`src/hdl/jpd_consts.vh`:
```
// constants for the jtag programming data register block
`ifndef JPD_CONSTS_VH
`define JPD_CONSTS_VH
`define JPD_IR_W 4
`define JPD_IR_RESET 4'h0_00C
`define JPD_IR_UNLOCK 4'h0_004
`define JPD_IR_CMD 4'h0_005
`define JPD_IR_PLOAD 4'h0_006
`define JPD_IR_PREAD 4'h0_007
`define JPD_IR_RST_VAL 4'h0_00F
`define JPD_UNLOCK_W 16
`define JPD_SIGNATURE 16'hA370
`define JPD_CMD_W 15
`define JPD_BYTE_W 8
`define JPD_PC_W 16
`define JPD_TO_W 8
`define JPD_TAP_W 4
// tap state codes, standard encoding order chosen here
`define JPD_TLR 4'h0_000
`define JPD_RTI 4'h0_001
`define JPD_SEL_DR 4'h0_002
`define JPD_CAP_DR 4'h0_003
`define JPD_SHF_DR 4'h0_004
`define JPD_EX1_DR 4'h0_005
`define JPD_PAU_DR 4'h0_006
`define JPD_EX2_DR 4'h0_007
`define JPD_UPD_DR 4'h0_008
`define JPD_SEL_IR 4'h0_009
`define JPD_CAP_IR 4'h0_00A
`define JPD_SHF_IR 4'h0_00B
`define JPD_EX1_IR 4'h0_00C
`define JPD_PAU_IR 4'h0_00D
`define JPD_EX2_IR 4'h0_00E
`define JPD_UPD_IR 4'h0_00F
`define JPD_IR_CAPT 4'h0_001
`endif

```
`src/hdl/jpd_prog_regs.v`:
```
// jtag programming front end: tap, instruction and data registers
`timescale 1ns/100ps
`include "jpd_consts.vh"
// ----------------------------------------------------------------
// overview
// ----------------------------------------------------------------
// this block sits behind the four test pins and holds the tap
// controller, the instruction register and the programming data
// registers: the one-bit reset bit, the 16-bit unlock register,
// the 15-bit command register and the 8-bit page data byte, which
// is simply the low byte of the command register.
//
// clocking
// everything runs on the core clock; tck is only a pin that gets
// sampled. tck, tms and tdi each pass two flip-flops, and a rising
// or falling tck is found by comparing the synchronised level with
// the value one core clock older. the practical limit is that a
// tck half period must span at least three core clocks, otherwise
// edges are merged or lost. a faster link would need a real tck
// domain, which was traded away for a single clock and simple
// timing closure.
//
// tap controller
// the usual sixteen states, advanced on each detected tck rise,
// with tms taken from its synchroniser. since tms and tck share
// the same synchroniser depth, the tms level seen at a detected
// rise is the level the pin had when that rise was first sampled.
//
// instruction register
// four bits, shifted lsb first in shift-ir and captured as the
// fixed pattern 0001 in capture-ir. test-logic-reset loads the
// bypass code, so unknown codes and the reset default both select
// the one-bit bypass path.
//
// reset bit
// shifted directly, with no update stage, so the part enters reset
// on the very tck rise that shifts a one in. release is stretched
// by the time-out count taken from the time-out input, counted in
// core clocks. the reset code does not reset the tap itself.
//
// unlock register
// sixteen bits, lsb first. at update-dr under the unlock code the
// contents are compared with the signature and programming mode is
// entered on an exact match only. mode is dropped as soon as the
// register no longer holds the signature, so shifting a new value
// in ends programming mode straight away.
//
// command register
// capture-dr loads the result of the previous command, shift-dr
// moves that result out on tdo while the new command enters, and
// update-dr applies the command to the array inputs. every tck rise
// spent in run-test/idle under the command code gives one execute
// strobe. a hazard for the user: idle rises before a data scan
// also strobe, as the array expects an execute clock per idle tck.
//
// page load and page read
// both use the low command byte as an eight-bit data register.
// page load writes at each update-dr, alternating low then high
// byte from the first update after the code is entered, and steps
// the program counter before every low byte except the first. page
// read captures at each capture-dr, alternating in the same way,
// and steps the counter after every high byte, the first included.
//
// program counter
// the counter is preset from the low byte of an applied command one
// core clock after the command strobe. the preset clears the high
// address byte, and increments carry on through all sixteen bits.
//
// tdo
// tdo and its enable change on detected tck falls, so the far end
// can sample on its own next rise. the enable is low only in the
// two shift states; elsewhere the pin is released.
//
// clock enable
// a low clock enable freezes every register, synchronisers included,
// so a tck edge that arrives while frozen is seen late, and a pulse that ends while frozen is missed.
module jpd_prog_regs (
    input wire core_clk_in,
    input wire reset_n_in,
    input wire clk_en_in,
    input wire tck_in,
    input wire tms_in,
    input wire tdi_in,
    input wire [`JPD_TO_W-1:0] reset_timeout_in,
    input wire [`JPD_CMD_W-1:0] cmd_result_in,
    input wire [`JPD_BYTE_W-1:0] flash_low_in,
    input wire [`JPD_BYTE_W-1:0] flash_high_in,
    output reg tdo_out,
    output reg tdo_oe_n_out,
    output reg part_reset_out,
    output reg prog_mode_out,
    output reg [`JPD_CMD_W-1:0] cmd_out,
    output reg cmd_clk_out,
    output reg [`JPD_BYTE_W-1:0] page_data_out,
    output reg page_high_out,
    output reg page_wr_out,
    output reg [`JPD_PC_W-1:0] pc_out,
    output reg pc_load_out
);
// ----------------------------------------------------------------
// pin synchronisers and tck edge detect
// ----------------------------------------------------------------
reg [1:0] tck_sync_reg;
reg [1:0] tms_sync_reg;
reg [1:0] tdi_sync_reg;
reg tck_prev_reg;
wire tck_rise = tck_sync_reg[1] & ~tck_prev_reg;
wire tck_fall = ~tck_sync_reg[1] & tck_prev_reg;
wire tms_s = tms_sync_reg[1];
wire tdi_s = tdi_sync_reg[1];
// second stage only is read, first stage feeds nothing else
always @(posedge core_clk_in) begin
    if (!reset_n_in) begin
        tck_sync_reg <= 2'b00;
        tms_sync_reg <= 2'b11;
        tdi_sync_reg <= 2'b00;
        tck_prev_reg <= 1'b0;
    end else if (clk_en_in) begin
        tck_sync_reg <= {tck_sync_reg[0], tck_in};
        tms_sync_reg <= {tms_sync_reg[0], tms_in};
        tdi_sync_reg <= {tdi_sync_reg[0], tdi_in};
        tck_prev_reg <= tck_sync_reg[1];
    end
end
// ----------------------------------------------------------------
// tap controller
// ----------------------------------------------------------------
reg [`JPD_TAP_W-1:0] tap_reg;
reg [`JPD_TAP_W-1:0] tap_next;
always @* begin
    tap_next = tap_reg;
    case (tap_reg)
        `JPD_TLR: tap_next = tms_s ? `JPD_TLR : `JPD_RTI;
        `JPD_RTI: tap_next = tms_s ? `JPD_SEL_DR : `JPD_RTI;
        `JPD_SEL_DR: tap_next = tms_s ? `JPD_SEL_IR : `JPD_CAP_DR;
        `JPD_CAP_DR: tap_next = tms_s ? `JPD_EX1_DR : `JPD_SHF_DR;
        `JPD_SHF_DR: tap_next = tms_s ? `JPD_EX1_DR : `JPD_SHF_DR;
        `JPD_EX1_DR: tap_next = tms_s ? `JPD_UPD_DR : `JPD_PAU_DR;
        `JPD_PAU_DR: tap_next = tms_s ? `JPD_EX2_DR : `JPD_PAU_DR;
        `JPD_EX2_DR: tap_next = tms_s ? `JPD_UPD_DR : `JPD_SHF_DR;
        `JPD_UPD_DR: tap_next = tms_s ? `JPD_SEL_DR : `JPD_RTI;
        `JPD_SEL_IR: tap_next = tms_s ? `JPD_TLR : `JPD_CAP_IR;
        `JPD_CAP_IR: tap_next = tms_s ? `JPD_EX1_IR : `JPD_SHF_IR;
        `JPD_SHF_IR: tap_next = tms_s ? `JPD_EX1_IR : `JPD_SHF_IR;
        `JPD_EX1_IR: tap_next = tms_s ? `JPD_UPD_IR : `JPD_PAU_IR;
        `JPD_PAU_IR: tap_next = tms_s ? `JPD_EX2_IR : `JPD_PAU_IR;
        `JPD_EX2_IR: tap_next = tms_s ? `JPD_UPD_IR : `JPD_SHF_IR;
        `JPD_UPD_IR: tap_next = tms_s ? `JPD_SEL_DR : `JPD_RTI;
        default: tap_next = `JPD_TLR;
    endcase
end
// ----------------------------------------------------------------
// instruction and data registers, all acting on tck rising edge
// ----------------------------------------------------------------
reg [`JPD_IR_W-1:0] ir_shift_reg;
reg [`JPD_IR_W-1:0] ir_reg;
reg reset_bit_reg;
reg [`JPD_UNLOCK_W-1:0] unlock_reg;
reg [`JPD_CMD_W-1:0] cmd_shift_reg;
reg bypass_reg;
reg load_high_reg;
reg load_first_reg;
reg read_high_reg;
reg [`JPD_TO_W-1:0] timeout_cnt_reg;
// in a given state these say what happens on this tck rise
wire in_cap = (tap_reg == `JPD_CAP_DR);
wire in_shf = (tap_reg == `JPD_SHF_DR);
wire in_upd = (tap_reg == `JPD_UPD_DR);
wire sel_rst = (ir_reg == `JPD_IR_RESET);
wire sel_unl = (ir_reg == `JPD_IR_UNLOCK);
wire sel_cmd = (ir_reg == `JPD_IR_CMD);
wire sel_pld = (ir_reg == `JPD_IR_PLOAD);
wire sel_prd = (ir_reg == `JPD_IR_PREAD);
wire sel_byte = sel_pld | sel_prd;
always @(posedge core_clk_in) begin
    if (!reset_n_in) begin
        tap_reg <= `JPD_TLR;
        ir_shift_reg <= `JPD_IR_RST_VAL;
        ir_reg <= `JPD_IR_RST_VAL;
        reset_bit_reg <= 1'b0;
        unlock_reg <= {`JPD_UNLOCK_W{1'b0}};
        cmd_shift_reg <= {`JPD_CMD_W{1'b0}};
        bypass_reg <= 1'b0;
        load_high_reg <= 1'b0;
        load_first_reg <= 1'b1;
        read_high_reg <= 1'b0;
        cmd_out <= {`JPD_CMD_W{1'b0}};
        cmd_clk_out <= 1'b0;
        page_data_out <= {`JPD_BYTE_W{1'b0}};
        page_high_out <= 1'b0;
        page_wr_out <= 1'b0;
        pc_out <= {`JPD_PC_W{1'b0}};
        pc_load_out <= 1'b0;
    end else if (clk_en_in) begin
        // strobes last one core clock
        cmd_clk_out <= 1'b0;
        page_wr_out <= 1'b0;
        pc_load_out <= 1'b0;
        if (tck_rise) begin
            tap_reg <= tap_next;
            // the reset instruction does not touch the tap itself
            if (tap_reg == `JPD_TLR) begin
                ir_reg <= `JPD_IR_RST_VAL;
            end
            if (tap_reg == `JPD_CAP_IR) begin
                ir_shift_reg <= `JPD_IR_CAPT;
            end else if (tap_reg == `JPD_SHF_IR) begin
                ir_shift_reg <= {tdi_s, ir_shift_reg[`JPD_IR_W-1:1]};
            end else if (tap_reg == `JPD_UPD_IR) begin
                ir_reg <= ir_shift_reg;
                // a new instruction restarts byte alternation
                load_high_reg <= 1'b0;
                load_first_reg <= 1'b1;
                read_high_reg <= 1'b0;
            end
            // reset bit drives reset straight from the shift stage
            if (in_shf && sel_rst) begin
                reset_bit_reg <= tdi_s;
            end
            if (in_shf && sel_unl) begin
                unlock_reg <= {tdi_s, unlock_reg[`JPD_UNLOCK_W-1:1]};
            end
            if (in_shf && !(sel_rst || sel_unl || sel_cmd || sel_byte)) begin
                bypass_reg <= tdi_s;
            end
            // command register capture and shift
            if (in_cap && sel_cmd) begin
                cmd_shift_reg <= cmd_result_in;
            end else if (in_cap && sel_prd) begin
                cmd_shift_reg[`JPD_BYTE_W-1:0] <=
                    read_high_reg ? flash_high_in : flash_low_in;
                read_high_reg <= ~read_high_reg;
                if (read_high_reg) begin
                    pc_out <= pc_out + 16'h0001;
                end
            end else if (in_shf && sel_cmd) begin
                cmd_shift_reg <= {tdi_s, cmd_shift_reg[`JPD_CMD_W-1:1]};
            end else if (in_shf && sel_byte) begin
                cmd_shift_reg[`JPD_BYTE_W-1:0] <=
                    {tdi_s, cmd_shift_reg[`JPD_BYTE_W-1:1]};
            end
            // update: apply command or write a page byte
            if (in_upd && sel_cmd) begin
                cmd_out <= cmd_shift_reg;
                pc_load_out <= 1'b1;
            end else if (in_upd && sel_pld) begin
                page_data_out <= cmd_shift_reg[`JPD_BYTE_W-1:0];
                page_high_out <= load_high_reg;
                page_wr_out <= 1'b1;
                load_high_reg <= ~load_high_reg;
                load_first_reg <= 1'b0;
                if (!load_high_reg && !load_first_reg) begin
                    pc_out <= pc_out + 16'h0001;
                end
            end
            // each idle tck gives one execute clock under commands
            if (tap_reg == `JPD_RTI && sel_cmd) begin
                cmd_clk_out <= 1'b1;
            end
        end
        // address preset taken from the applied command field
        if (pc_load_out) begin
            pc_out <= {8'h00, cmd_out[`JPD_BYTE_W-1:0]};
        end
    end
end
// ----------------------------------------------------------------
// tdo on falling tck, reset stretch and programming enable
// ----------------------------------------------------------------
always @(posedge core_clk_in) begin
    if (!reset_n_in) begin
        tdo_out <= 1'b0;
        tdo_oe_n_out <= 1'b1;
        part_reset_out <= 1'b0;
        prog_mode_out <= 1'b0;
        timeout_cnt_reg <= {`JPD_TO_W{1'b0}};
    end else if (clk_en_in) begin
        if (tck_fall) begin
            tdo_oe_n_out <= ~((tap_reg == `JPD_SHF_DR) || (tap_reg == `JPD_SHF_IR));
            if (tap_reg == `JPD_SHF_IR) begin
                tdo_out <= ir_shift_reg[0];
            end else if (sel_rst) begin
                tdo_out <= reset_bit_reg;
            end else if (sel_unl) begin
                tdo_out <= unlock_reg[0];
            end else if (sel_cmd || sel_byte) begin
                tdo_out <= cmd_shift_reg[0];
            end else begin
                tdo_out <= bypass_reg;
            end
        end
        // reset holds while the bit is one, then for the time-out
        if (reset_bit_reg) begin
            part_reset_out <= 1'b1;
            timeout_cnt_reg <= reset_timeout_in;
        end else if (timeout_cnt_reg != {`JPD_TO_W{1'b0}}) begin
            timeout_cnt_reg <= timeout_cnt_reg - 8'h01;
        end else begin
            part_reset_out <= 1'b0;
        end
        // enable set at unlock update-dr on a signature match, dropped whenever the register differs
        if (tck_rise && in_upd && sel_unl) begin
            prog_mode_out <= (unlock_reg == `JPD_SIGNATURE);
        end else if (unlock_reg != `JPD_SIGNATURE) begin
            prog_mode_out <= 1'b0;
        end
    end
end
endmodule // jpd_prog_regs

```
`config.mk`:
```
export PLATFORM = sky130hd
export DESIGN_NAME = jpd_prog_regs
export DESIGN_NICKNAME = d
export VERILOG_FILES = /design/src/hdl/jpd_prog_regs.v
export VERILOG_INCLUDE_DIRS = /design/src /design/src/hdl
export SDC_FILE = /design/constraint.sdc
export NUM_CORES = 1
export LEC_CHECK = 0
export BUFFER_PORTS_ARGS = -buffer_cell sky130_fd_sc_hd__buf_2
export CAP_MARGIN = 0
export CORE_ASPECT_RATIO = 1.4
export CORE_UTILIZATION = 60
export CTS_BUF_LIST = sky130_fd_sc_hd__clkbuf_8
export DETAILED_ROUTE_END_ITERATION = 10
export PLACE_DENSITY_LB_ADDON = 0.2
export SETUP_SLACK_MARGIN = 0.2
export SYNTH_ARGS = -nofsm -noshare
export SYNTH_HDL_FRONTEND = slang
export SYNTH_SLANG_ARGS = --single-unit
```
`constraint.sdc`:
```
create_clock -name core_clk_in -period 5.5 [get_ports core_clk_in]
set_input_delay 0.825 -clock core_clk_in [delete_from_list [all_inputs] [get_ports core_clk_in]]
set_output_delay 0.825 -clock core_clk_in [all_outputs]
set_load 0.005 [all_outputs]
```
Word level (Yosys, flattened, before mapping)
Index checks and enable logic that the tools add are counted.
- register bits after elaboration: 110
- latch bits: 0
- RAM bits: 0
- bits in read-only memories: 0
- bits of input ports: 45
- output and inout port bits: 47
- word-level logic and storage cells: 174
- memories: 0
- add/sub/neg operators: 2
- multiply operators: 0
- div/mod/pow operators: 0
- magnitude comparators: 0
- eq/ne operators: 24
- shift operators: 0
- muxes and demuxes: 66
- bitwise operators: 9
- reductions and logical operators: 46
- operator list (cell ; count):
    $mux 16 ; 8
    $mux 8 ; 6
    $pmux 4 s12 ; 1
    $mux 4 ; 10
    $eq 4x4->1 const B ; 9
    $mux 1 ; 33
    $eq 4x3->1 const B ; 8
    $reduce_and 3->1 ; 6
    $add 16x1->16 const B ; 1
    $eq 16x16->1 const B ; 1
    $ne 16x16->1 const B ; 1
    $mux 15 ; 1
    $mux 7 ; 2
    $logic_and 1x1->1 ; 13
    $reduce_and 2->1 ; 6
    $reduce_bool 2->1 ; 5
    $eq 4x2->1 const B ; 2
    $reduce_and 4->1 ; 2
    $reduce_bool 8->1 ; 1
    $sub 8x1->8 const B ; 1
    $mux 2 ; 3
    $mux 3 ; 2
    $not 1->1 ; 6
    $logic_or 1x1->1 ; 5
    9 further kinds ; 14

Logic depth before layout (Yosys ltp)
- word-level depth: 9
- depth in mapped cells: 8
- depth with buffers taken out: 7

Worst setup path after synthesis
Ideal clock, no wire load.
- path kind: input to register
- start: input clk_en_in
- end: register unlock_reg[15]
- setup time: 0.128 ns
- arrival: 2.157 ns
- data required time: 5.372 ns
- slack: 3.215 ns
- stages on the path: 7
- path buffers: 2
- cells stage by stage: clkbuf_1 nand3b_1 nor2_1 nand3_2 buf_2 mux2i_1 nor2_1
- longest elaborated chain between the ends: 1
- ends and longest elaborated chain (what ; line ; source):
    from (decl) ; jpd_prog_regs.v:80 ; input wire clk_en_in,
    $reduce_and 3->1 (no source line) ; n/a ;
    to (signal assigned) ; jpd_prog_regs.v:181 ; unlock_reg <= {`JPD_UNLOCK_W{1'b0}};
    to (signal assigned) ; jpd_prog_regs.v:221 ; unlock_reg <= {tdi_s, unlock_reg[`JPD_UNLOCK_W-1:1]};
    to (decl) ; jpd_prog_regs.v:158 ; reg [`JPD_UNLOCK_W-1:0] unlock_reg;
No other way between the ends.
A chain may end at the register's enable or synchronous reset.

Worst setup path in the final report
- start: input clk_en_in
- end: register load_high_reg
- longest elaborated chain between the ends: 1
- ends and longest elaborated chain (what ; line ; source):
    $reduce_and 2->1 (no source line) ; n/a ;
    to (signal assigned) ; jpd_prog_regs.v:250 ; load_high_reg <= ~load_high_reg;
    to (decl) ; jpd_prog_regs.v:161 ; reg load_high_reg;
No other way between the ends.

==> impl_metrics.json <==
{
  "worstMarginPinSlew_ns": 1.09,
  "root_buffer": "clkbuf_8",
  "fin_nets": 741,
  "worstSetupPathType": "in2reg",
  "synth_seq_cells": 110,
  "setup_viol": 0,
  "muxShareOfSynthArea_pct": 12.9,
  "fin_crit_sh_pct": 54.4,
  "die_h_microns": 114,
  "start_util_pct": 62.1,
  "timing.final.crit_period_ns": 2.99,
  "syn_area_sq_mm": 0.00538,
  "hold_viol": 0,
  "vias": 5020,
  "cts.sinks": 110,
  "final_area_sq_mm": 0.00592,
  "synth-async-reset-ratio_pct": 0,
  "hpwl_microns": 9290,
  "firstDrtPassIters": 5,
  "synth_compound_area_share_pct": 16.6,
  "cts_tree": "built",
  "critPathCaptureType": "flip-flop",
  "num_rows": 40,
  "gp_congestion": 0.906,
  "startpoint_type": "input port",
  "antenna_found_initial": 0,
  "synth-simple-area-share_pct": 23.5,
  "fp.coreArea_sq_mm": 0.00866,
  "port_buffers": 91,
  "cts_buffer_depth": 2,
  "ir_drop_uv": 263,
  "yosys.area.top_type": "dfxtp_1",
  "worstPathRequired_ns": 5.77,
  "holdCritPathClass": "reg2reg",
  "synth_ff_type": "dfxtp_1",
  "ys_warn_count": 0,
  "place_ws_ns": 2.22,
  "clkLatencyLatePin_ns": 0.38,
  "status": "finished, final reports clean",
  "remaining_drc_errors": 0,
  "ant_nets": 0,
  "ff2ff_path_depth": 5,
  "ios": 92,
  "ctsHoldBuffers": 0,
  "overflow": 0,
  "synth_xor_area_share_pct": 0.489,
  "grt_pass1_vias": 4448,
  "worstReg2RegStart": "tap_reg[3]",
  "leakagePower_uw": 0.00264,
  "die_w_microns": 82.0,
  "hold_depth": 2,
  "fp.dieArea_sq_mm": 0.00935,
  "dr.first_iter.drc_count": 471,
  "wirelength_microns": 13300,
  "synth_cell_types": 65,
  "fmax_mhz": 334,
  "synth_top_family_by_area": "simple AND/OR/NAND/NOR gates",
  "synth_edf_count": 0,
  "hp-start": "page_wr_out",
  "tns_ns": 0,
  "max_slew_margin_pct": 27.4,
  "ys_seq_area_share_pct": 41.0,
  "track_usage_pct": 28.7,
  "reg2reg_to": "pc_out[5]",
  "yosys-top-cells-count": "110 x dfxtp_1, 92 x nor2_1, 68 x mux2i_1",
  "place_area_sq_mm": 0.00575,
  "cts_made_buffers": 9,
  "postCtsSetupBuffers": 0,
  "post_cts_resized": 0,
  "fin_ws_ns": 2.51,
  "ff2ff_setup_slack_ns": 2.66,
  "rsz0062_at_grt": "no",
  "synth_area_leaders": "dfxtp_1 41%, mux2i_1 13%, nor2_1 6.4%, a21oi_1 4.0%, nand2_1 3.4%",
  "synth_nets": 683,
  "drv_slew": 0,
  "wl_per_cell_microns": 16.6,
  "viasPerCell": 6.26,
  "grt_pass1_wl_microns": 20700,
  "avgSynthCellArea_sq_um": 8.46,
  "hold_path_end": "page_wr_out",
  "power_density_mw_per_mm2": 263,
  "synth_top_area_share_pct": 41.0,
  "cts.clk_slew.worst_paths_ns": 0.10,
  "grt_max_degree": 46,
  "cp_data_arrival_time_ns": 3.26,
  "n_antenna_cell": 0,
  "yosysMostFrequentCell": "dfxtp_1",
  "utilization_pct": 68.4,
  "synth_fa_ha_area_share_pct": 0.698,
  "htree_levels": 3,
  "critPathMaxFanout": 30,
  "synth_cells": 635,
  "area_delta_synth_final_pct": 10.2,
  "post_route_cells_drive_above_1_share_pct": 17.8,
  "cap_viol_max_count": 0,
  "finalClockSkew_ns": 0.0138
}
==> kinds of logic after synthesis <==
group / after synthesis
buffers and inverters: 57
xor gates and xnor gates: 3
and+or+nand+nor: 252
muxes: 69
DFF: 110
AOI/OAI and AO/OA: 141
adders and majority gates: 3
==> per-stage QoR <==
step	hold WS (ns)	std cells	total power (uW)
final	0.471	802	1560
after floorplan	0.441	635	1060
after detailed placement	0.456	787	1120
after global placement	0.440	787	1110
after global routing	0.496	802	1630
after CTS	0.472	802	1560
==> cell usage in the layout, fill, tap and decap left out, types with 3 or more instances in the layout <==
cell,instances
a211oi_1,21
o22ai_1,4
nor2b_1,6
nor2_1,92
a31oi_1,7
a21oi_1,43
or4_1,4
nor4_1,4
nor3_1,13
or3_1,3
nand2_1,48
dfxtp_1,110
nand3_1,25
clkbuf_8,9
nand4_1,11
a32oi_1,4
or4b_2,4
buf_2,91
nand3b_1,6
inv_1,11
o211ai_1,7
or2_2,3
nand2b_1,6
mux2i_1,68
o21ai_0,33
ha_1,3
and3_1,9
nor3b_1,4
==> power breakdown <==
group / switching, uW / internal (uW) / total (uW)
registers: 29.3 / 822 / 851
logic: 144 / 116 / 260
clock network: 280 / 167 / 447
==> critical path, cell delays in order <==
cell and delay (ns):
buf_2 0.46, and3b_1 0.60, nand4_1 0.78, nand3_1 0.29
o21ai_0 0.10, and2_1 0.19
==> metal layers <==
| metal | wire length (microns) | vias to the layer above | GRT usage (%) |
|---|---|---|---|
| li1 | - | 2419 | - |
| met1 | 5590 | 2363 | 34.7 |
| met2 | 6600 | 201 | 48.0 |
| met3 | 692 | 37 | 5.28 |
| met4 | 418 | 0 | 13.6 |
| met5 | 0 | - | 0 |
==> worst max-delay path by stage <==
stage / slack [ns] / to / from / cells past startpoint
6_report: 2.51 / load_high_reg / clk_en_in / 6
3_5_place_dp: 2.22 / load_high_reg / clk_en_in / 6
4_1_cts: 2.60 / cmd_out[13] / clk_en_in / 6
2_1_floorplan: 3.22 / unlock_reg[15] / clk_en_in / 7
5_1_grt: 2.30 / cmd_shift_reg[7] / clk_en_in / 6
3_3_place_gp: 2.29 / load_high_reg / clk_en_in / 6
==> area by class of cell <==
type | instances | area (sq um)
inverter | 12 | 45.0
timing repair buffer | 92 | 463
tap | 105 | 131
fill | 716 | 2730
sequential | 110 | 2200
clock inverter | 6 | 47.5
multi-input combinational | 468 | 2910
clock buffer | 9 | 124
No activity file was read; power rests on OpenSTA's default activity.
